<file path="config.mk">
export PLATFORM = sky130hd
export DESIGN_NAME = clock_sync_serial_channel
export DESIGN_NICKNAME = d
export VERILOG_FILES = /design/src/design/clock_sync_serial_pkg.sv /design/src/design/clock_sync_serial_channel.sv /design/src/design/clk_src_div.sv /design/src/design/pin_edge_detect.sv
export VERILOG_INCLUDE_DIRS = /design/src /design/src/design
export SDC_FILE = /design/constraint.sdc
export NUM_CORES = 1
export LEC_CHECK = 0
export ABC_AREA = 1
export ABC_CLOCK_PERIOD_IN_PS = 4400
export BUFFER_PORTS_ARGS = -buffer_cell sky130_fd_sc_hd__buf_4
export CAP_MARGIN = 20
export CORE_MARGIN = 3
export CORE_UTILIZATION = 40
export CTS_BUF_LIST = sky130_fd_sc_hd__clkbuf_16
export CTS_CLUSTER_SIZE = 14
export DETAILED_ROUTE_END_ITERATION = 6
export PLACE_DENSITY_LB_ADDON = 0.25
export SETUP_SLACK_MARGIN = 0.2
export SLEW_MARGIN = 20
export SYNTH_ARGS = -nofsm -noshare
export SYNTH_HDL_FRONTEND = slang
export SYNTH_SLANG_ARGS = --single-unit
</file>
<file path="constraint.sdc">
create_clock -name clk_i -period 4.4 [get_ports clk_i]
set_clock_uncertainty 0.05 [all_clocks]
set_input_delay 0.66 -clock clk_i [delete_from_list [all_inputs] [get_ports clk_i]]
set_output_delay 0.66 -clock clk_i [all_outputs]
set_load 0.02 [all_outputs]
</file>
<file path="src/design/clock_sync_serial_consts.svh">
`ifndef CLOCK_SYNC_SERIAL_CONSTS_SVH
`define CLOCK_SYNC_SERIAL_CONSTS_SVH
// ==========================================
// Register byte addresses
`define CSS_ADR_TXBUF   8'h00
`define CSS_ADR_RXBUF   8'h04
`define CSS_ADR_BRG     8'h08
`define CSS_ADR_MODE    8'h0c
`define CSS_ADR_CTRL0   8'h10
`define CSS_ADR_CTRL1   8'h14
`define CSS_ADR_PRESC   8'h18
// ==========================================
// Field positions
`define CSS_RX_OVR      8
`define CSS_MD_CKSRC    0
`define CSS_C0_CKS_LO   0
`define CSS_C0_CKS_HI   1
`define CSS_C0_CRS      2
`define CSS_C0_SHEMPTY  3
`define CSS_C0_CRD      4
`define CSS_C0_OD       5
`define CSS_C0_EDGE     6
`define CSS_C0_ORDER    7
`define CSS_C1_TE       0
`define CSS_C1_TBE      1
`define CSS_C1_RE       2
`define CSS_C1_RXF      3
`define CSS_C1_IRS      4
`define CSS_C1_CONT     5
`define CSS_C1_INV      6
// ==========================================
// Reset values and counts
`define CSS_RST_CRD     1'b1
`define CSS_RST_BYTE    8'h00
`define CSS_WORD_BITS   8
`define CSS_LAST_BIT    3'h7
`define CSS_OVR_BIT     3'h6
`define CSS_DIV8_LAST   3'h7
`endif

</file>
<file path="src/design/clock_sync_serial_pkg.sv">
package clock_sync_serial_pkg;
  typedef enum logic [1:0] {
    ST_IDLE  = 2'b00,
    ST_SHIFT = 2'b01,
    ST_DONE  = 2'b11
  } xfer_state_type;
  typedef enum logic [1:0] {
    SRC_UNDIV = 2'b00,
    SRC_DIV8  = 2'b01,
    SRC_PRESC = 2'b10
  } src_sel_type;
endpackage

</file>
<file path="src/design/clock_sync_serial_channel.sv">
`timescale 1ns/1ps
`include "clock_sync_serial_consts.svh"
// ==========================================
// Notes on behaviour
// [RQ1] Every frame carries exactly eight data bits.
// [RQ2] Internal shift clock is source clock over 2(m+1), m from divisor register.
// [RQ3] Source is undivided, divide-by-8, or prescaled (none for n=0, else 2n).
// [RQ4] Clock source select 1 takes the clock pin as input; 0 uses divider.
// [RQ5] Handshake is clear-to-send, request-to-send, or none.
// [RQ6] Transmit starts on enable, buffer full and, if selected, clear-to-send low.
// [RQ7] Receive starts only with receive enable, transmit enable and buffer full.
// [RQ8] Peer holds external clock high for edge select 0, low for 1.
// [RQ9] Edge select 0 drives on falling, samples on rising; 1 the reverse.
// [RQ10] Cause select 0: transmit interrupt as buffer moves into shift register.
// [RQ11] Cause select 1: transmit interrupt when shift register finishes.
// [RQ12] Receive interrupt when a finished word enters the receive buffer.
// [RQ13] Overrun flag sets when seventh bit arrives before buffer is read.
// [RQ14] On overrun no receive interrupt; buffer contents undefined.
// [RQ15] Bit order select picks bit 0 first or bit 7 first.
// [RQ16] Continuous receive starts next word on a receive buffer read.
// [RQ17] Invert bit inverts transmitted bits and received buffer data.
// [RQ18] In continuous receive a buffer read clears the buffer empty flag.
// [RQ19] Software writes no dummy words while continuous receive is on.
// [RQ20] Serial output idles high, or floats when open drain is chosen.
// [RQ21] Receive-full sets on load, clears on read; shift-empty when idle.
// [RQ22] Internal clock is driven on the pin, idling per edge select.
module clock_sync_serial_channel
  import clock_sync_serial_pkg::*;
(
  input  wire logic        clk_i,
  input  wire logic        rst_i,
  input  wire logic        wb_cyc_i,
  input  wire logic        wb_stb_i,
  input  wire logic        wb_we_i,
  input  wire logic [7:0]  wb_adr_i,
  input  wire logic [3:0]  wb_sel_i,
  input  wire logic [31:0] wb_dat_i,
  output logic      [31:0] wb_dat_o,
  output logic             wb_ack_o,
  input  wire logic        serial_clock_pin_i,
  output logic             serial_clock_pin_o,
  output logic             serial_clock_pin_oe_o,
  output logic             serial_out_pin_o,
  output logic             serial_out_pin_oe_o,
  input  wire logic        serial_in_pin_i,
  input  wire logic        cts_n_i,
  output logic             rts_n_o,
  output logic             tx_irq_o,
  output logic             rx_irq_o
);
  // ==========================================
  // Registers
  logic [7:0]     tbuf_q;
  logic [7:0]     rbuf_q;
  logic [7:0]     brg_q;
  logic [3:0]     presc_q;
  logic [1:0]     cks_q;
  logic           cksrc_q;
  logic           crs_q;
  logic           crd_q;
  logic           od_q;
  logic           edge_q;
  logic           order_q;
  logic           te_q;
  logic           tbe_q;
  logic           re_q;
  logic           rxf_q;
  logic           irs_q;
  logic           cont_q;
  logic           inv_q;
  logic           ovr_q;
  logic           ack_q;
  logic [31:0]    dat_q;
  xfer_state_type st_q;
  logic [2:0]     bit_q;
  logic [7:0]     tx_sh_q;
  logic [7:0]     rx_sh_q;
  logic           rx_act_q;
  logic           ovr_w_q;
  logic           sclk_q;
  logic           txd_q;
  logic           sclk_oe_q;
  logic           sout_q;
  logic           soe_q;
  logic           rts_q;
  logic           txi_q;
  logic           rxi_q;
  logic           tick;
  logic           p_rise;
  logic           p_fall;

  // ==========================================
  // Bus decode
  wire logic acc    = wb_cyc_i & wb_stb_i & ~ack_q;
  wire logic wr     = acc & wb_we_i & wb_sel_i[0];
  wire logic rd     = acc & ~wb_we_i;
  wire logic hit_tx = wb_adr_i == `CSS_ADR_TXBUF;
  wire logic hit_rx = wb_adr_i == `CSS_ADR_RXBUF;
  wire logic hit_br = wb_adr_i == `CSS_ADR_BRG;
  wire logic hit_md = wb_adr_i == `CSS_ADR_MODE;
  wire logic hit_c0 = wb_adr_i == `CSS_ADR_CTRL0;
  wire logic hit_c1 = wb_adr_i == `CSS_ADR_CTRL1;
  wire logic hit_ps = wb_adr_i == `CSS_ADR_PRESC;
  wire logic rx_rd  = rd & hit_rx;
  wire logic busy   = st_q != ST_IDLE;
  wire logic sh_emp = ~busy; // RQ21

  wire logic [31:0] rdata =
    hit_tx ? {24'h0, tbuf_q} :
    hit_rx ? {23'h0, ovr_q, rbuf_q} :
    hit_br ? {24'h0, brg_q} :
    hit_md ? {31'h0, cksrc_q} :
    hit_c0 ? {24'h0, order_q, edge_q, od_q, crd_q, sh_emp, crs_q, cks_q} :
    hit_c1 ? {25'h0, inv_q, cont_q, irs_q, rxf_q, re_q, tbe_q, te_q} :
    hit_ps ? {28'h0, presc_q} : 32'h0;

  // ==========================================
  // Start, clock events and data paths
  // Clear-to-send only gates when enabled and selected
  wire logic cts_ok = crd_q | crs_q | ~cts_n_i; // RQ5
  wire logic start  = (st_q == ST_IDLE) & te_q & ~tbe_q & cts_ok; // RQ6
  wire logic idle_l = ~edge_q;
  wire logic i_drv  = tick & (sclk_q == idle_l);
  wire logic i_smp  = tick & (sclk_q != idle_l);
  wire logic e_drv  = edge_q ? p_rise : p_fall; // RQ9
  wire logic e_smp  = edge_q ? p_fall : p_rise; // RQ9
  wire logic shift  = st_q == ST_SHIFT;
  wire logic drv    = shift & (cksrc_q ? e_drv : i_drv); // RQ4
  wire logic smp    = shift & (cksrc_q ? e_smp : i_smp); // RQ4
  wire logic last   = smp & (bit_q == `CSS_LAST_BIT); // RQ1
  wire logic ovr_s  = smp & (bit_q == `CSS_OVR_BIT) & rx_act_q & rxf_q; // RQ13
  wire logic done   = st_q == ST_DONE;
  wire logic [7:0] tx_v = tbuf_q ^ {8{inv_q}}; // RQ17
  logic      [7:0] tx_rev;
  logic      [7:0] rx_rev;
  // Bit reversal serves MSB-first in both directions
  for (genvar gi = 0; gi < 8; gi++) begin : g_rev
    assign tx_rev[gi] = tx_v[7 - gi];
    assign rx_rev[gi] = rx_sh_q[7 - gi];
  end
  wire logic [7:0] tx_l = order_q ? tx_rev : tx_v; // RQ15
  wire logic [7:0] rx_o = order_q ? rx_rev : rx_sh_q; // RQ15
  wire logic [7:0] rx_v = rx_o ^ {8{inv_q}}; // RQ17

  clk_src_div u_div (
    .clk_i   (clk_i),
    .rst_i   (rst_i),
    .run_i   (shift & ~cksrc_q),
    .src_i   (cks_q),
    .presc_i (presc_q),
    .div_i   (brg_q),
    .tick_o  (tick)
  );

  pin_edge_detect u_edge (
    .clk_i   (clk_i),
    .rst_i   (rst_i),
    .level_i (serial_clock_pin_i),
    .rise_o  (p_rise),
    .fall_o  (p_fall)
  );

  // ==========================================
  // Software-written configuration
  always_ff @(posedge clk_i) begin
    if (rst_i) begin
      brg_q   <= `CSS_RST_BYTE;
      presc_q <= 4'h0;
      cksrc_q <= 1'b0;
      {order_q, edge_q, od_q, crs_q, cks_q} <= 6'h00;
      crd_q   <= `CSS_RST_CRD;
      {inv_q, cont_q, irs_q, re_q, te_q} <= 5'h00;
    end else if (wr) begin
      if (hit_br) brg_q <= wb_dat_i[7:0];
      if (hit_ps) presc_q <= wb_dat_i[3:0];
      if (hit_md) cksrc_q <= wb_dat_i[`CSS_MD_CKSRC];
      if (hit_c0) begin
        cks_q   <= wb_dat_i[`CSS_C0_CKS_HI:`CSS_C0_CKS_LO];
        crs_q   <= wb_dat_i[`CSS_C0_CRS];
        crd_q   <= wb_dat_i[`CSS_C0_CRD];
        od_q    <= wb_dat_i[`CSS_C0_OD];
        edge_q  <= wb_dat_i[`CSS_C0_EDGE];
        order_q <= wb_dat_i[`CSS_C0_ORDER];
      end
      if (hit_c1) begin
        te_q   <= wb_dat_i[`CSS_C1_TE];
        re_q   <= wb_dat_i[`CSS_C1_RE];
        irs_q  <= wb_dat_i[`CSS_C1_IRS];
        cont_q <= wb_dat_i[`CSS_C1_CONT];
        inv_q  <= wb_dat_i[`CSS_C1_INV];
      end
    end
  end

  // ==========================================
  // Bus answer: ack one cycle after the request is seen
  always_ff @(posedge clk_i) begin
    if (rst_i) begin
      ack_q <= 1'b0;
      dat_q <= 32'h0;
    end else begin
      ack_q <= acc;
      if (rd) dat_q <= rdata;
    end
  end

  // ==========================================
  // Status flags; a hardware set wins over a clear in the same cycle
  always_ff @(posedge clk_i) begin
    if (rst_i) begin
      tbuf_q <= `CSS_RST_BYTE;
      tbe_q  <= 1'b1;
      rxf_q  <= 1'b0;
      ovr_q  <= 1'b0;
      rbuf_q <= `CSS_RST_BYTE;
    end else begin
      if (wr && hit_tx) begin
        tbuf_q <= wb_dat_i[7:0];
        tbe_q  <= 1'b0;
      end
      if (rx_rd && cont_q) tbe_q <= 1'b0; // RQ16 RQ18
      if (start) tbe_q <= 1'b1;
      if (rx_rd) rxf_q <= 1'b0; // RQ21
      if (done && rx_act_q) begin
        rbuf_q <= rx_v; // RQ14
        rxf_q  <= 1'b1; // RQ21
      end
      if (!re_q) ovr_q <= 1'b0;
      if (ovr_s) ovr_q <= 1'b1; // RQ13
    end
  end

  // ==========================================
  // Transfer sequencer
  always_ff @(posedge clk_i) begin
    if (rst_i) begin
      st_q     <= ST_IDLE;
      bit_q    <= 3'h0;
      rx_act_q <= 1'b0;
      ovr_w_q  <= 1'b0;
    end else begin
      case (st_q)
        ST_IDLE: begin
          if (start) begin
            st_q     <= ST_SHIFT;
            bit_q    <= 3'h0;
            rx_act_q <= re_q; // RQ7
            ovr_w_q  <= 1'b0;
          end
        end
        ST_SHIFT: begin
          if (smp) bit_q <= bit_q + 3'h1;
          if (ovr_s) ovr_w_q <= 1'b1;
          if (last) st_q <= ST_DONE; // RQ1
        end
        ST_DONE: begin
          st_q <= ST_IDLE;
        end
        default: begin
          st_q <= ST_IDLE;
        end
      endcase
    end
  end

  // ==========================================
  // Shift registers and line levels
  always_ff @(posedge clk_i) begin
    if (rst_i) begin
      tx_sh_q <= 8'h00;
      rx_sh_q <= 8'h00;
      txd_q   <= 1'b1;
    end else begin
      if (start) tx_sh_q <= tx_l;
      else if (drv) tx_sh_q <= {1'b0, tx_sh_q[7:1]};
      if (drv) txd_q <= tx_sh_q[0]; // RQ9
      else if (done) txd_q <= 1'b1; // RQ20
      if (smp) rx_sh_q <= {serial_in_pin_i, rx_sh_q[7:1]}; // RQ9
    end
  end

  // Internal clock toggles once per divider tick and ends at idle level
  always_ff @(posedge clk_i) begin
    if (rst_i) begin
      sclk_q <= 1'b1;
    end else if (!busy) begin
      sclk_q <= idle_l; // RQ22
    end else if (tick && !cksrc_q) begin
      sclk_q <= ~sclk_q; // RQ2
    end
  end

  // ==========================================
  // Registered outputs; pins lag their source state by one cycle
  always_ff @(posedge clk_i) begin
    if (rst_i) begin
      sclk_oe_q <= 1'b0;
      sout_q    <= 1'b1;
      soe_q     <= 1'b1;
      rts_q     <= 1'b1;
      txi_q     <= 1'b0;
      rxi_q     <= 1'b0;
    end else begin
      sclk_oe_q <= ~cksrc_q; // RQ22
      sout_q    <= ~od_q & txd_q; // RQ20
      soe_q     <= ~od_q | ~txd_q; // RQ20
      rts_q     <= ~(~crd_q & crs_q & re_q & ~rxf_q); // RQ5
      txi_q     <= irs_q ? done : start; // RQ10 RQ11
      rxi_q     <= done & rx_act_q & ~ovr_w_q; // RQ12 RQ14
    end
  end

  assign wb_ack_o              = ack_q;
  assign wb_dat_o              = dat_q;
  assign serial_clock_pin_o    = sclk_q;
  assign serial_clock_pin_oe_o = sclk_oe_q;
  assign serial_out_pin_o      = sout_q;
  assign serial_out_pin_oe_o   = soe_q;
  assign rts_n_o               = rts_q;
  assign tx_irq_o              = txi_q;
  assign rx_irq_o              = rxi_q;
endmodule

</file>
<file path="src/design/clk_src_div.sv">
`timescale 1ns/1ps
`include "clock_sync_serial_consts.svh"
module clk_src_div
  import clock_sync_serial_pkg::*;
(
  input  wire logic       clk_i,
  input  wire logic       rst_i,
  input  wire logic       run_i,
  input  wire logic [1:0] src_i,
  input  wire logic [3:0] presc_i,
  input  wire logic [7:0] div_i,
  output logic            tick_o
);
  logic [2:0] c8_q;
  logic [4:0] cp_q;
  logic [7:0] cb_q;
  wire logic [4:0] plim  = {presc_i, 1'b0} - 5'h01;
  wire logic       p8    = c8_q == `CSS_DIV8_LAST;
  wire logic       pn    = (presc_i == 4'h0) | (cp_q == plim);
  wire logic       src_e = (src_i == SRC_UNDIV) ? 1'b1 :
                           (src_i == SRC_DIV8) ? p8 : pn; // RQ3
  wire logic       top   = cb_q == div_i;
  // ==========================================
  // Source prescalers run free; the divider restarts per word
  always_ff @(posedge clk_i) begin
    if (rst_i) begin
      c8_q <= 3'h0;
      cp_q <= 5'h00;
    end else begin
      c8_q <= c8_q + 3'h1;
      cp_q <= pn ? 5'h00 : cp_q + 5'h01; // RQ3
    end
  end
  always_ff @(posedge clk_i) begin
    if (rst_i || !run_i) begin
      cb_q <= 8'h00;
    end else if (src_e) begin
      cb_q <= top ? 8'h00 : cb_q + 8'h01; // RQ2
    end
  end
  // One tick per half period: period is 2(m+1) source pulses
  assign tick_o = run_i & src_e & top; // RQ2
endmodule

</file>
<file path="src/design/pin_edge_detect.sv">
`timescale 1ns/1ps
module pin_edge_detect (
  input  wire logic clk_i,
  input  wire logic rst_i,
  input  wire logic level_i,
  output logic      rise_o,
  output logic      fall_o
);
  logic prev_q;
  always_ff @(posedge clk_i) begin
    if (rst_i) begin
      prev_q <= 1'b1;
    end else begin
      prev_q <= level_i;
    end
  end
  assign rise_o = level_i & ~prev_q;
  assign fall_o = ~level_i & prev_q;
endmodule

</file>
== Word-level counts from Yosys, hierarchy flattened ==
Index checks and enable logic that the tools add are counted.

* Mux-type cells: 38
* Add/sub/neg operators: 5
* Eq/ne operators: 22
* Bitwise operators: 50
* Reduce and logical (&&, ||, !) cells: 28

{| class="wikitable"
|+ Operators by type and width
! operator !! number
|-
| two-way mux 8 bit || 8
|-
| AND 1 bit || 28
|-
| equality test 8 x 5 -> 1 bit, second input constant || 3
|-
| two-way mux 1 bit || 19
|-
| two-way mux 9 bit || 2
|-
| equality test 8 x 4 -> 1 bit, second input constant || 2
|-
| inverter 1 bit || 16
|-
| bitwise XOR 8 bit || 2
|-
| AND reduction 2 bit || 7
|-
| nonzero test 2 bit || 6
|-
| inequality test 2 x 1 -> 1 bit, second input constant || 5
|-
| equality test 3 bit, second input constant || 3
|-
| adder 8 x 1 -> 8 bit, second input constant || 1
|-
| equality test 8 x 3 -> 1 bit, second input constant || 1
|-
| equality test 8 bit || 1
|-
| zero test 8 bit || 1
|-
| two-way mux 7 bit || 1
|-
| adder 3 x 1 -> 3 bit, second input constant || 2
|-
| two-way mux 3 bit || 2
|-
| case mux 3 bit (2 select lines) || 1
|-
| AND reduction 3 bit || 2
|-
| adder 5 x 1 -> 5 bit, second input constant || 1
|-
| equality test 5 bit || 1
|-
| subtractor 5 x 1 -> 5 bit, second input constant || 1
|-
| 16 further kinds || 27
|}

* Output and inout port bits: 40
* Register bits after elaboration: 125
* Bits of input ports: 52
* Logic and storage cells: 182

== Depth between registers and ports, before layout ==
Gate-level depths: netlist of the first run.

* Depth in word-level cells: 15
* Gate-level depth with buffers: 18
* Depth with buffers taken out: 18

== By module ==
A second synthesis of the first run with hierarchy kept.

* Cell total of the unflattened synthesis: 750
* Area, all modules: 5432.7 sq um

{| class="wikitable"
|+ Modules (own cells, without submodules)
! module !! area an instance (sq um) !! times used !! cells an instance
|-
| clock_sync_serial_channel || 4309.1 || 1 || 582
|-
| clk_src_div || 1081.0 || 1 || 161
|-
| pin_edge_detect || 42.5 || 1 || 7
|}

== Worst setup path before layout of the first run ==
No wires, ideal clock.

* Kind: reg-to-reg
* Start point: register presc_q[0]
* End point: register bit_q[1]
* Stages on the path, launching flop included: 16
* Path buffers: 1
* Arrival time: 1.891 ns
* Slack: 2.346 ns
* Library setup time: 0.113 ns
* Data required time: 4.237 ns
* Cells stage by stage: dfxtp_1 -> inv_2 -> ha_1 -> nand2_1 -> inv_1 -> nor2_1 -> nand2_1 -> nor2_1 -> nand2_1 -> nand3_2 -> nand4_4 -> o21ai_4 -> nand2_4 -> buf_6 -> a21oi_2 -> nor2_1

* Cells in the longest elaborated chain, start to end: 12

{| class="wikitable"
|+ Ends and longest elaborated chain
! what !! RTL line !! source
|-
| start: declaration || clock_sync_serial_channel.sv:56 || <nowiki>logic [3:0] presc_q;</nowiki>
|-
| start signal: assignment || clock_sync_serial_channel.sv:175 || <nowiki>if (hit_ps) presc_q <= wb_dat_i[3:0];</nowiki>
|-
| subtractor 5 x 1 -> 5 bit || clk_src_div.sv:17 || <nowiki>wire logic [4:0] plim = {presc_i, 1'b0} - 5'h01;</nowiki>
|-
| equality test 5 bit || clk_src_div.sv:19 || <nowiki>wire logic pn = (presc_i == 4'h0) | (cp_q == plim);</nowiki>
|-
| OR 1 bit (*) || clk_src_div.sv:19 ||
|-
| two-way mux 1 bit (*) || clk_src_div.sv:21 || <nowiki>(src_i == SRC_DIV8) ? p8 : pn;</nowiki>
|-
| two-way mux 1 bit (*) || clk_src_div.sv:20 || <nowiki>wire logic src_e = (src_i == SRC_UNDIV) ? 1'b1 :</nowiki>
|-
| AND 1 bit (*) (2 in a row) || clk_src_div.sv:42 || <nowiki>assign tick_o = run_i & src_e & top;</nowiki>
|-
| AND 1 bit (*) || clock_sync_serial_channel.sv:124 || <nowiki>wire logic i_smp = tick & (sclk_q != idle_l);</nowiki>
|-
| two-way mux 1 bit (*) || clock_sync_serial_channel.sv:129 || <nowiki>wire logic smp = shift & (cksrc_q ? e_smp : i_smp);</nowiki>
|-
| AND 1 bit (*) || clock_sync_serial_channel.sv:129 ||
|-
| inequality test 2 x 1 -> 1 bit (no source line) (*) || - ||
|-
| AND reduction 3 bit (no source line) (*) || - ||
|-
| end signal: assignment || clock_sync_serial_channel.sv:252 || <nowiki>if (smp) bit_q <= bit_q + 3'h1;</nowiki>
|-
| end: declaration || clock_sync_serial_channel.sv:75 || <nowiki>logic [2:0] bit_q;</nowiki>
|}

Mark *: on every way between the ends. The rest lies on a longest branch, timed or not.
A chain may end at the register's enable or synchronous reset.

== Worst setup path in the final report of the first run ==
* Start point: register presc_q[0]
* End point: register bit_q[2]

Same word-level chain as after synthesis.

==> impl_metrics.py, run 1 <==
metrics = {
    "placement": {
        "gp_congestion": 0.877,
        "portBuffers": 41,
        "dp_hpwl_um": 9070,
    },
    "synth": {
        "synth_area_um2": 4970,
        "netlist_instances": 681,
        "avgSynthCellArea_um2": 7.30,
        "synth_flop_cell": "dfxtp_1",
        "yosys_warnings": 0,
        "async_reset_ff_share_pct": 0,
        "synth_edf_count": 0,
        "yosysSeqAreaShare_pct": 41.1,
        "ys_types": 44,
        "ys_ff_latch": 102,
    },
    "clock_tree": {
        "tritoncts": "yes",
        "ctsHoldBuffers": 0,
        "clock_latency_ns": 0.35,
        "cts_made_buffers": 9,
        "cts_num_sinks": 102,
        "cts_resized": 0,
        "cts_root_buf": "clkbuf_16",
        "cts-htree-levels": 3,
        "path_clk_slew_ns": 0.07,
        "postCtsSetupRepairBufs": 0,
        "clock_path_buffers": 2,
    },
    "cells_and_area": {
        "num_antenna_cells": 0,
        "nNetsFinal": 767,
        "layout_commonest_cell": "nand2_1",
        "area_delta_synth_final_pct": 12.3,
        "final_cell_mix": "nand2_1, dfxtp_1, nor2_1",
        "drive_gt1_share_pct": 11.1,
    },
    "die": {
        "rows": 40,
        "fp.dieW_um": 117,
        "die-area_um2": 13800,
        "core_area_um2": 12100,
        "ioPinCount": 92,
        "start_util_pct": 41.2,
        "die_y_um": 117,
    },
    "flow_run": {
        "maxCapViolCount": 0,
    },
    "timing": {
        "fin_crit_sh_pct": 57.4,
        "fmax_ghz": 0.396,
        "tns_ns": 0,
        "relSlewSlack_pct": 38.1,
        "drv_slew": 0,
        "worst_pin_slew_ns": 0.927,
        "finalHoldViolCount": 0,
        "fin_crit_ns": 2.52,
        "setup_viol_count_final": 0,
        "grt_setup_unrepaired": "false",
    },
    "worst_setup_path": {
        "cp.required_ns": 4.59,
        "cp_cell_sequence": "inv_2, ha_1, nand2_1, inv_1, nor2_1, nand2_1, nor2_1, nand2_1, nand3_2, nand4_4, o21ai_4, nand2_4, a21boi_0, nor2_1",
        "cp.arrival_ns": 2.71,
        "critPathCaptureType": "register",
        "startpoint_type": "register",
        "critPathMaxStageDelay_ns": 0.42,
        "path_class": "register to register",
        "slowest_stage": "dfxtp_1",
        "critPathBufInv": 2,
        "cpLargestDelayFamily": "simple AND/OR/NAND/NOR gates",
        "worstPathMaxFanout": 15,
    },
    "route": {
        "post_drt_wl_per_cell_um": 14.1,
        "drtIter0Drc": 364,
        "drt_wl_total_um": 12400,
        "vias_per_cell": 5.03,
        "drc": 0,
        "vias": 4430,
        "dr.pass1.iters": 5,
        "ant_nets": 0,
    },
    "power_and_ir_drop": {
        "leakagePower_nw": 2.39,
        "p_per_area_nw_per_um2": 325,
        "vdd_ir_drop_max_mv": 0.242,
        "p_total_w": 0.00181,
    },
    "global_routing": {
        "first_global_vias": 4100,
        "grt_max_degree": 34,
        "gr-total-overflow": 0,
        "grt_pass1_wl_um": 20400,
        "grt_use_total_pct": 18.3,
        "antenna_found_initial": 0,
    },
    "min_path": {
        "hold_path.class": "register to register",
    },
    "outcome": {
        "status": "finished clean",
    },
}
==> cell families after synthesis <==
| logic type | share of synthesized area (%) |
|---|---|
| AOI/OAI and AO/OA | 16.9 |
| xor gates and xnor gates | 4.23 |
| adders and majority gates | 2.01 |
| buffers and inverters | 11.0 |
| DFF | 41.1 |
| other | 0.0754 |
| and+or+nand+nor | 24.7 |
==> through the flow <==
| stage | cells | cell area, um2 | setup WS [ns] | hold slack, ns | util, % |
|---|---|---|---|---|---|
| 2_1_floorplan | 703 | 5050 | 2.35 | 0.333 | - |
| 3_3_place_gp | 864 | 5290 | 1.69 | 0.347 | 43.9 |
| 3_5_place_dp | 864 | 5290 | 1.63 | 0.358 | 43.9 |
| 4_1_cts | 880 | 5580 | 1.90 | 0.374 | 46.3 |
| 5_1_grt | 880 | 5580 | 1.70 | 0.390 | 46.3 |
| 6_report | 880 | 5580 | 1.88 | 0.374 | 46.3 |
==> state kept, by name (all words and copies together) (netlist names), 3 cells and up <==
signal / cells
u_div.cp_q: 5
tbuf_q: 8
wb_dat_o: 9
brg_q: 8
rx_sh_q: 8
u_div.cb_q: 8
bit_q: 3
tx_sh_q: 8
rbuf_q: 8
presc_q: 4
u_div.c8_q: 3
==> cells in the mapped netlist, drive strengths merged (2+ instances only) <==
| cell type | n | area [um2] |
|---|---|---|
| o21ai | 58 | 302 |
| o221ai | 4 | 35.0 |
| xnor2 | 10 | 87.6 |
| a221oi | 5 | 43.8 |
| nand3 | 41 | 210 |
| or2 | 2 | 12.5 |
| o21bai | 3 | 26.3 |
| xor2 | 14 | 123 |
| a21oi | 59 | 299 |
| clkbuf | 19 | 71.3 |
| dfxtp | 102 | 2040 |
| nor3 | 10 | 55.1 |
| nand3b | 2 | 15.0 |
| a211oi | 9 | 67.6 |
| nand4 | 6 | 52.6 |
| nor2 | 86 | 343 |
| ha | 8 | 100 |
| buf | 30 | 218 |
| nor4 | 3 | 18.8 |
| o211ai | 5 | 37.5 |
| o22ai | 2 | 12.5 |
| inv | 68 | 255 |
| nand2 | 128 | 493 |
| nor3b | 2 | 20.0 |
==> area by class of cell <==
cell class                 count  area, um2
clock buffer                   9        225
inverter                      69        259
clock inverter                 7       65.1
multi-input combinational    483       2460
timing repair buffer          42        315
fill                        1229       6480
sequential                   102       2040
tap                          168        210
==> layer usage <==
metal | global-route usage (%) | wire (um) | vias up
met5 | 0 | 0 | -
met4 | 5.49 | 142 | 0
met3 | 5.57 | 778 | 9
met2 | 29.4 | 5840 | 123
met1 | 23.9 | 5680 | 2057
li1 | - | - | 2241
==> power breakdown <==
| part | internal (W) | total [W] | switching [W] |
|---|---|---|---|
| clock | 0.000437 | 0.000794 | 0.000357 |
| sequential | 0.000928 | 0.000931 | 0.00000275 |
| combinational | 0.0000267 | 0.0000874 | 0.0000607 |
==> final timing paths <==
check | from | end | slack, ns | cells past startpoint
min reg2reg | txd_q | serial_out_pin_oe_o | 0.37 | 1
max reg2reg | presc_q[0] | bit_q[2] | 1.88 | 14
max | presc_q[0] | bit_q[2] | 1.88 | 14
min | txd_q | serial_out_pin_oe_o | 0.37 | 1
Note: power is estimated with default switching activity, not from simulation.
==> inputs of run 2 (changes only) <==
--- a/config.mk
+++ b/config.mk
@@ -6,8 +6,8 @@
 export SDC_FILE = /design/constraint.sdc
 export NUM_CORES = 1
 export LEC_CHECK = 0
-export ABC_AREA = 1
-export ABC_CLOCK_PERIOD_IN_PS = 4400
+export ABC_AREA = 0
+export ABC_CLOCK_PERIOD_IN_PS = 2200
 export BUFFER_PORTS_ARGS = -buffer_cell sky130_fd_sc_hd__buf_4
 export CAP_MARGIN = 20
 export CORE_MARGIN = 3
==> constraint.sdc (replaced) <==
create_clock -name clk_i -period 2.2 [get_ports clk_i]
set_clock_uncertainty 0.05 [all_clocks]
set_input_delay 0.33 -clock clk_i [delete_from_list [all_inputs] [get_ports clk_i]]
set_output_delay 0.33 -clock clk_i [all_outputs]
set_load 0.02 [all_outputs]
==> run 2 against run 1 <==
Against the previous run: cell count shrank 8.6%; critical path type unchanged; count of clock-buffer cells in the layout did not move; critical path depth shrank 5; utilization grew 5.5 points; non-clock buffer count is 43 higher; global-route usage shrank 0.76 points; sequential share of layout area down 4.3 points.
==> impl_metrics.py, run 2 <==
metrics = {
    "outcome": {
        "status": "finished clean",
    },
    "route": {
        "drtIter0Drc": 292,
        "vias": 4175,
        "dr.pass1.iters": 5,
        "post_drt_wl_per_cell_um": 15.7,
        "vias_per_cell": 5.19,
        "drc": 0,
        "ant_nets": 0,
        "drt_wl_total_um": 12700,
    },
    "synth": {
        "synth_flop_cell": "dfxtp_1",
        "netlist_instances": 573,
        "yosysTopAreaCellShare_pct": 40.0,
        "avgSynthCellArea_um2": 8.92,
        "synth_common_cells": "nor2_1, dfxtp_1, mux2i_1",
        "synth.most_common_cell": "nor2_1",
        "yosysSeqAreaShare_pct": 40.0,
        "synth_area_um2": 5110,
        "yosys_warnings": 0,
        "synth_edf_count": 0,
        "yosys-top-cells-area": "dfxtp_1, mux2i_1, nor2_1",
        "yosysTopAreaCell": "dfxtp_1",
        "async_reset_ff_share_pct": 0,
        "ys_ff_latch": 102,
        "ys_types": 60,
    },
    "die": {
        "die_y_um": 119,
        "die-area_um2": 14200,
        "start_util_pct": 41.7,
        "fp.dieW_um": 119,
        "rows": 40,
        "ioPinCount": 92,
        "core_area_um2": 12300,
    },
    "power_and_ir_drop": {
        "power_switching_w": 0.000847,
        "p_seq_share_pct": 49.5,
        "p_per_area_nw_per_um2": 593,
        "p_clk_share_pct": 44.8,
        "switching_share_pct": 22.5,
        "vdd_ir_drop_max_mv": 0.315,
        "p_int_w": 0.00292,
        "leakagePower_nw": 2.40,
        "pwr-share-comb_pct": 5.7,
    },
    "global_routing": {
        "grt_use_total_pct": 17.6,
        "gr-total-overflow": 0,
        "grt_max_degree": 52,
        "grt_pass1_wl_um": 19900,
        "first_global_vias": 3878,
        "antenna_found_initial": 0,
    },
    "placement": {
        "gp_congestion": 0.895,
        "detailedPlace.worstSlack_ns": -0.0903,
        "dpl_cell_area_um2": 5730,
        "dp_hpwl_um": 9230,
        "portBuffers": 41,
        "dp.cells": 778,
    },
    "timing": {
        "setup_viol_count_final": 0,
        "fin_crit_ns": 2.14,
        "worst_pin_slew_ns": 0.601,
        "drv_slew": 0,
        "fin_ws_ns": 0.0642,
        "relSlewSlack_pct": 59.8,
        "tns_ns": 0,
        "fin_crit_sh_pct": 97.1,
        "finalHoldViolCount": 0,
        "fmax_ghz": 0.468,
        "grt_setup_unrepaired": "true",
    },
    "flow_run": {
        "maxCapViolCount": 0,
    },
    "worst_setup_path": {
        "critPathCaptureType": "register",
        "cp.arrival_ns": 2.31,
        "path_class": "register to register",
        "cp.required_ns": 2.38,
        "startpoint_type": "register",
        "worstPathMaxFanout": 7,
    },
    "cells_and_area": {
        "stdcell_count": 804,
        "area_delta_synth_final_pct": 24.3,
        "drive_gt1_share_pct": 22.8,
        "layout_commonest_cell": "nor2_1",
        "final_area_um2": 6350,
        "num_antenna_cells": 0,
        "largest_reg_flops": 9,
        "final_cell_mix": "nor2_1, dfxtp_1, buf_4",
        "nNetsFinal": 691,
    },
    "clock_tree": {
        "cts_num_sinks": 102,
        "clock_latency_ns": 0.35,
        "cts_root_buf": "clkbuf_16",
        "tritoncts": "yes",
        "cts_made_buffers": 9,
        "clock_path_buffers": 2,
        "cts-htree-levels": 3,
        "path_clk_slew_ns": 0.07,
    },
    "min_path": {
        "hold_path.class": "input pin to register",
    },
}
[run 2: worst max-delay path, stage by stage, from the launching register on]
cell       delay, ns
dfxtp_2         0.33
inv_2           0.04
ha_4            0.22
xor2_1          0.13
and4_4          0.18
a21oi_4         0.31
o31ai_4         0.10
buf_4           0.15
clkbuf_16       0.14
a2111oi_1       0.33
[run 2: cell type report]
cell class	instances	area (um2)
Clock buffer	9	225
Clock inverter	7	88.8
Fill cell	1101	5910
Inverter	9	33.8
Multi-Input combinational cell	424	2990
Sequential cell	102	2050
Tap cell	168	210
Timing Repair Buffer	85	751
[run 2: power by group through the flow]
stage	Combinational (W)	Clock, W	Sequential, W
finish	0.000213	0.00169	0.00186
global route	0.000230	0.00180	0.00186
detailed placement	0.000210	0	0.00191
global placement	0.000209	0	0.00191
CTS	0.000212	0.00172	0.00186
floorplan	0.000149	0	0.00191
[run 2: path summary, 6_finish.rpt]
check	startpoint	endpoint	slack (ns)	cells after the start
max reg2reg	presc_q[0]	tx_sh_q[5]	0.06	9
max	presc_q[0]	tx_sh_q[5]	0.06	9
min reg2reg	ovr_w_q	rx_irq_o	0.38	1
min	serial_clock_pin_i	u_edge.prev_q	0.14	2
[run 2: repair_timing]
| action | CTS | global route |
|---|---|---|
| pin swaps | 8 | 19 |
| hold buffers | 0 | 0 |
| buffers inserted | 3 | 5 |
| resized for setup | 6 | 44 |
| cloned | 0 | 2 |
| endpoints found under the hold margin | 0 | 0 |
| setup endpoints to repair | 26 | 32 |
[run 2: cells by family after synthesis]
| family | count (synthesis) | share of synthesized area [%] |
|---|---|---|
| AO/OA/AOI/OAI | 80 | 11.3 |
| flip-flops | 102 | 40.0 |
| other | 1 | 0.0734 |
| multiplexers | 62 | 12.1 |
| buffers and inverters | 69 | 7.27 |
| adder cells (fa/ha/maj) | 8 | 1.96 |
| XOR/XNOR | 41 | 7.30 |
| AND/OR/NAND/NOR | 210 | 20.0 |
[run 2: stage by stage]
step / util [%] / hold WS (ns) / power (W)
2_1_floorplan: - / 0.343 / 0.00206
3_3_place_gp: 46.7 / 0.359 / 0.00211
3_5_place_dp: 46.7 / 0.374 / 0.00212
4_1_cts: 49.6 / 0.132 / 0.00379
5_1_grt: 51.8 / 0.130 / 0.00390
6_report: 51.8 / 0.135 / 0.00377
[run 2: metal layers]
layer | vias up | routed length (um) | track usage, %
li1 | 2066 | - | -
met3 | 15 | 618 | 3.23
met2 | 113 | 5820 | 27.7
met4 | 0 | 238 | 7.02
met5 | - | 0 | 0
met1 | 1981 | 5990 | 23.8
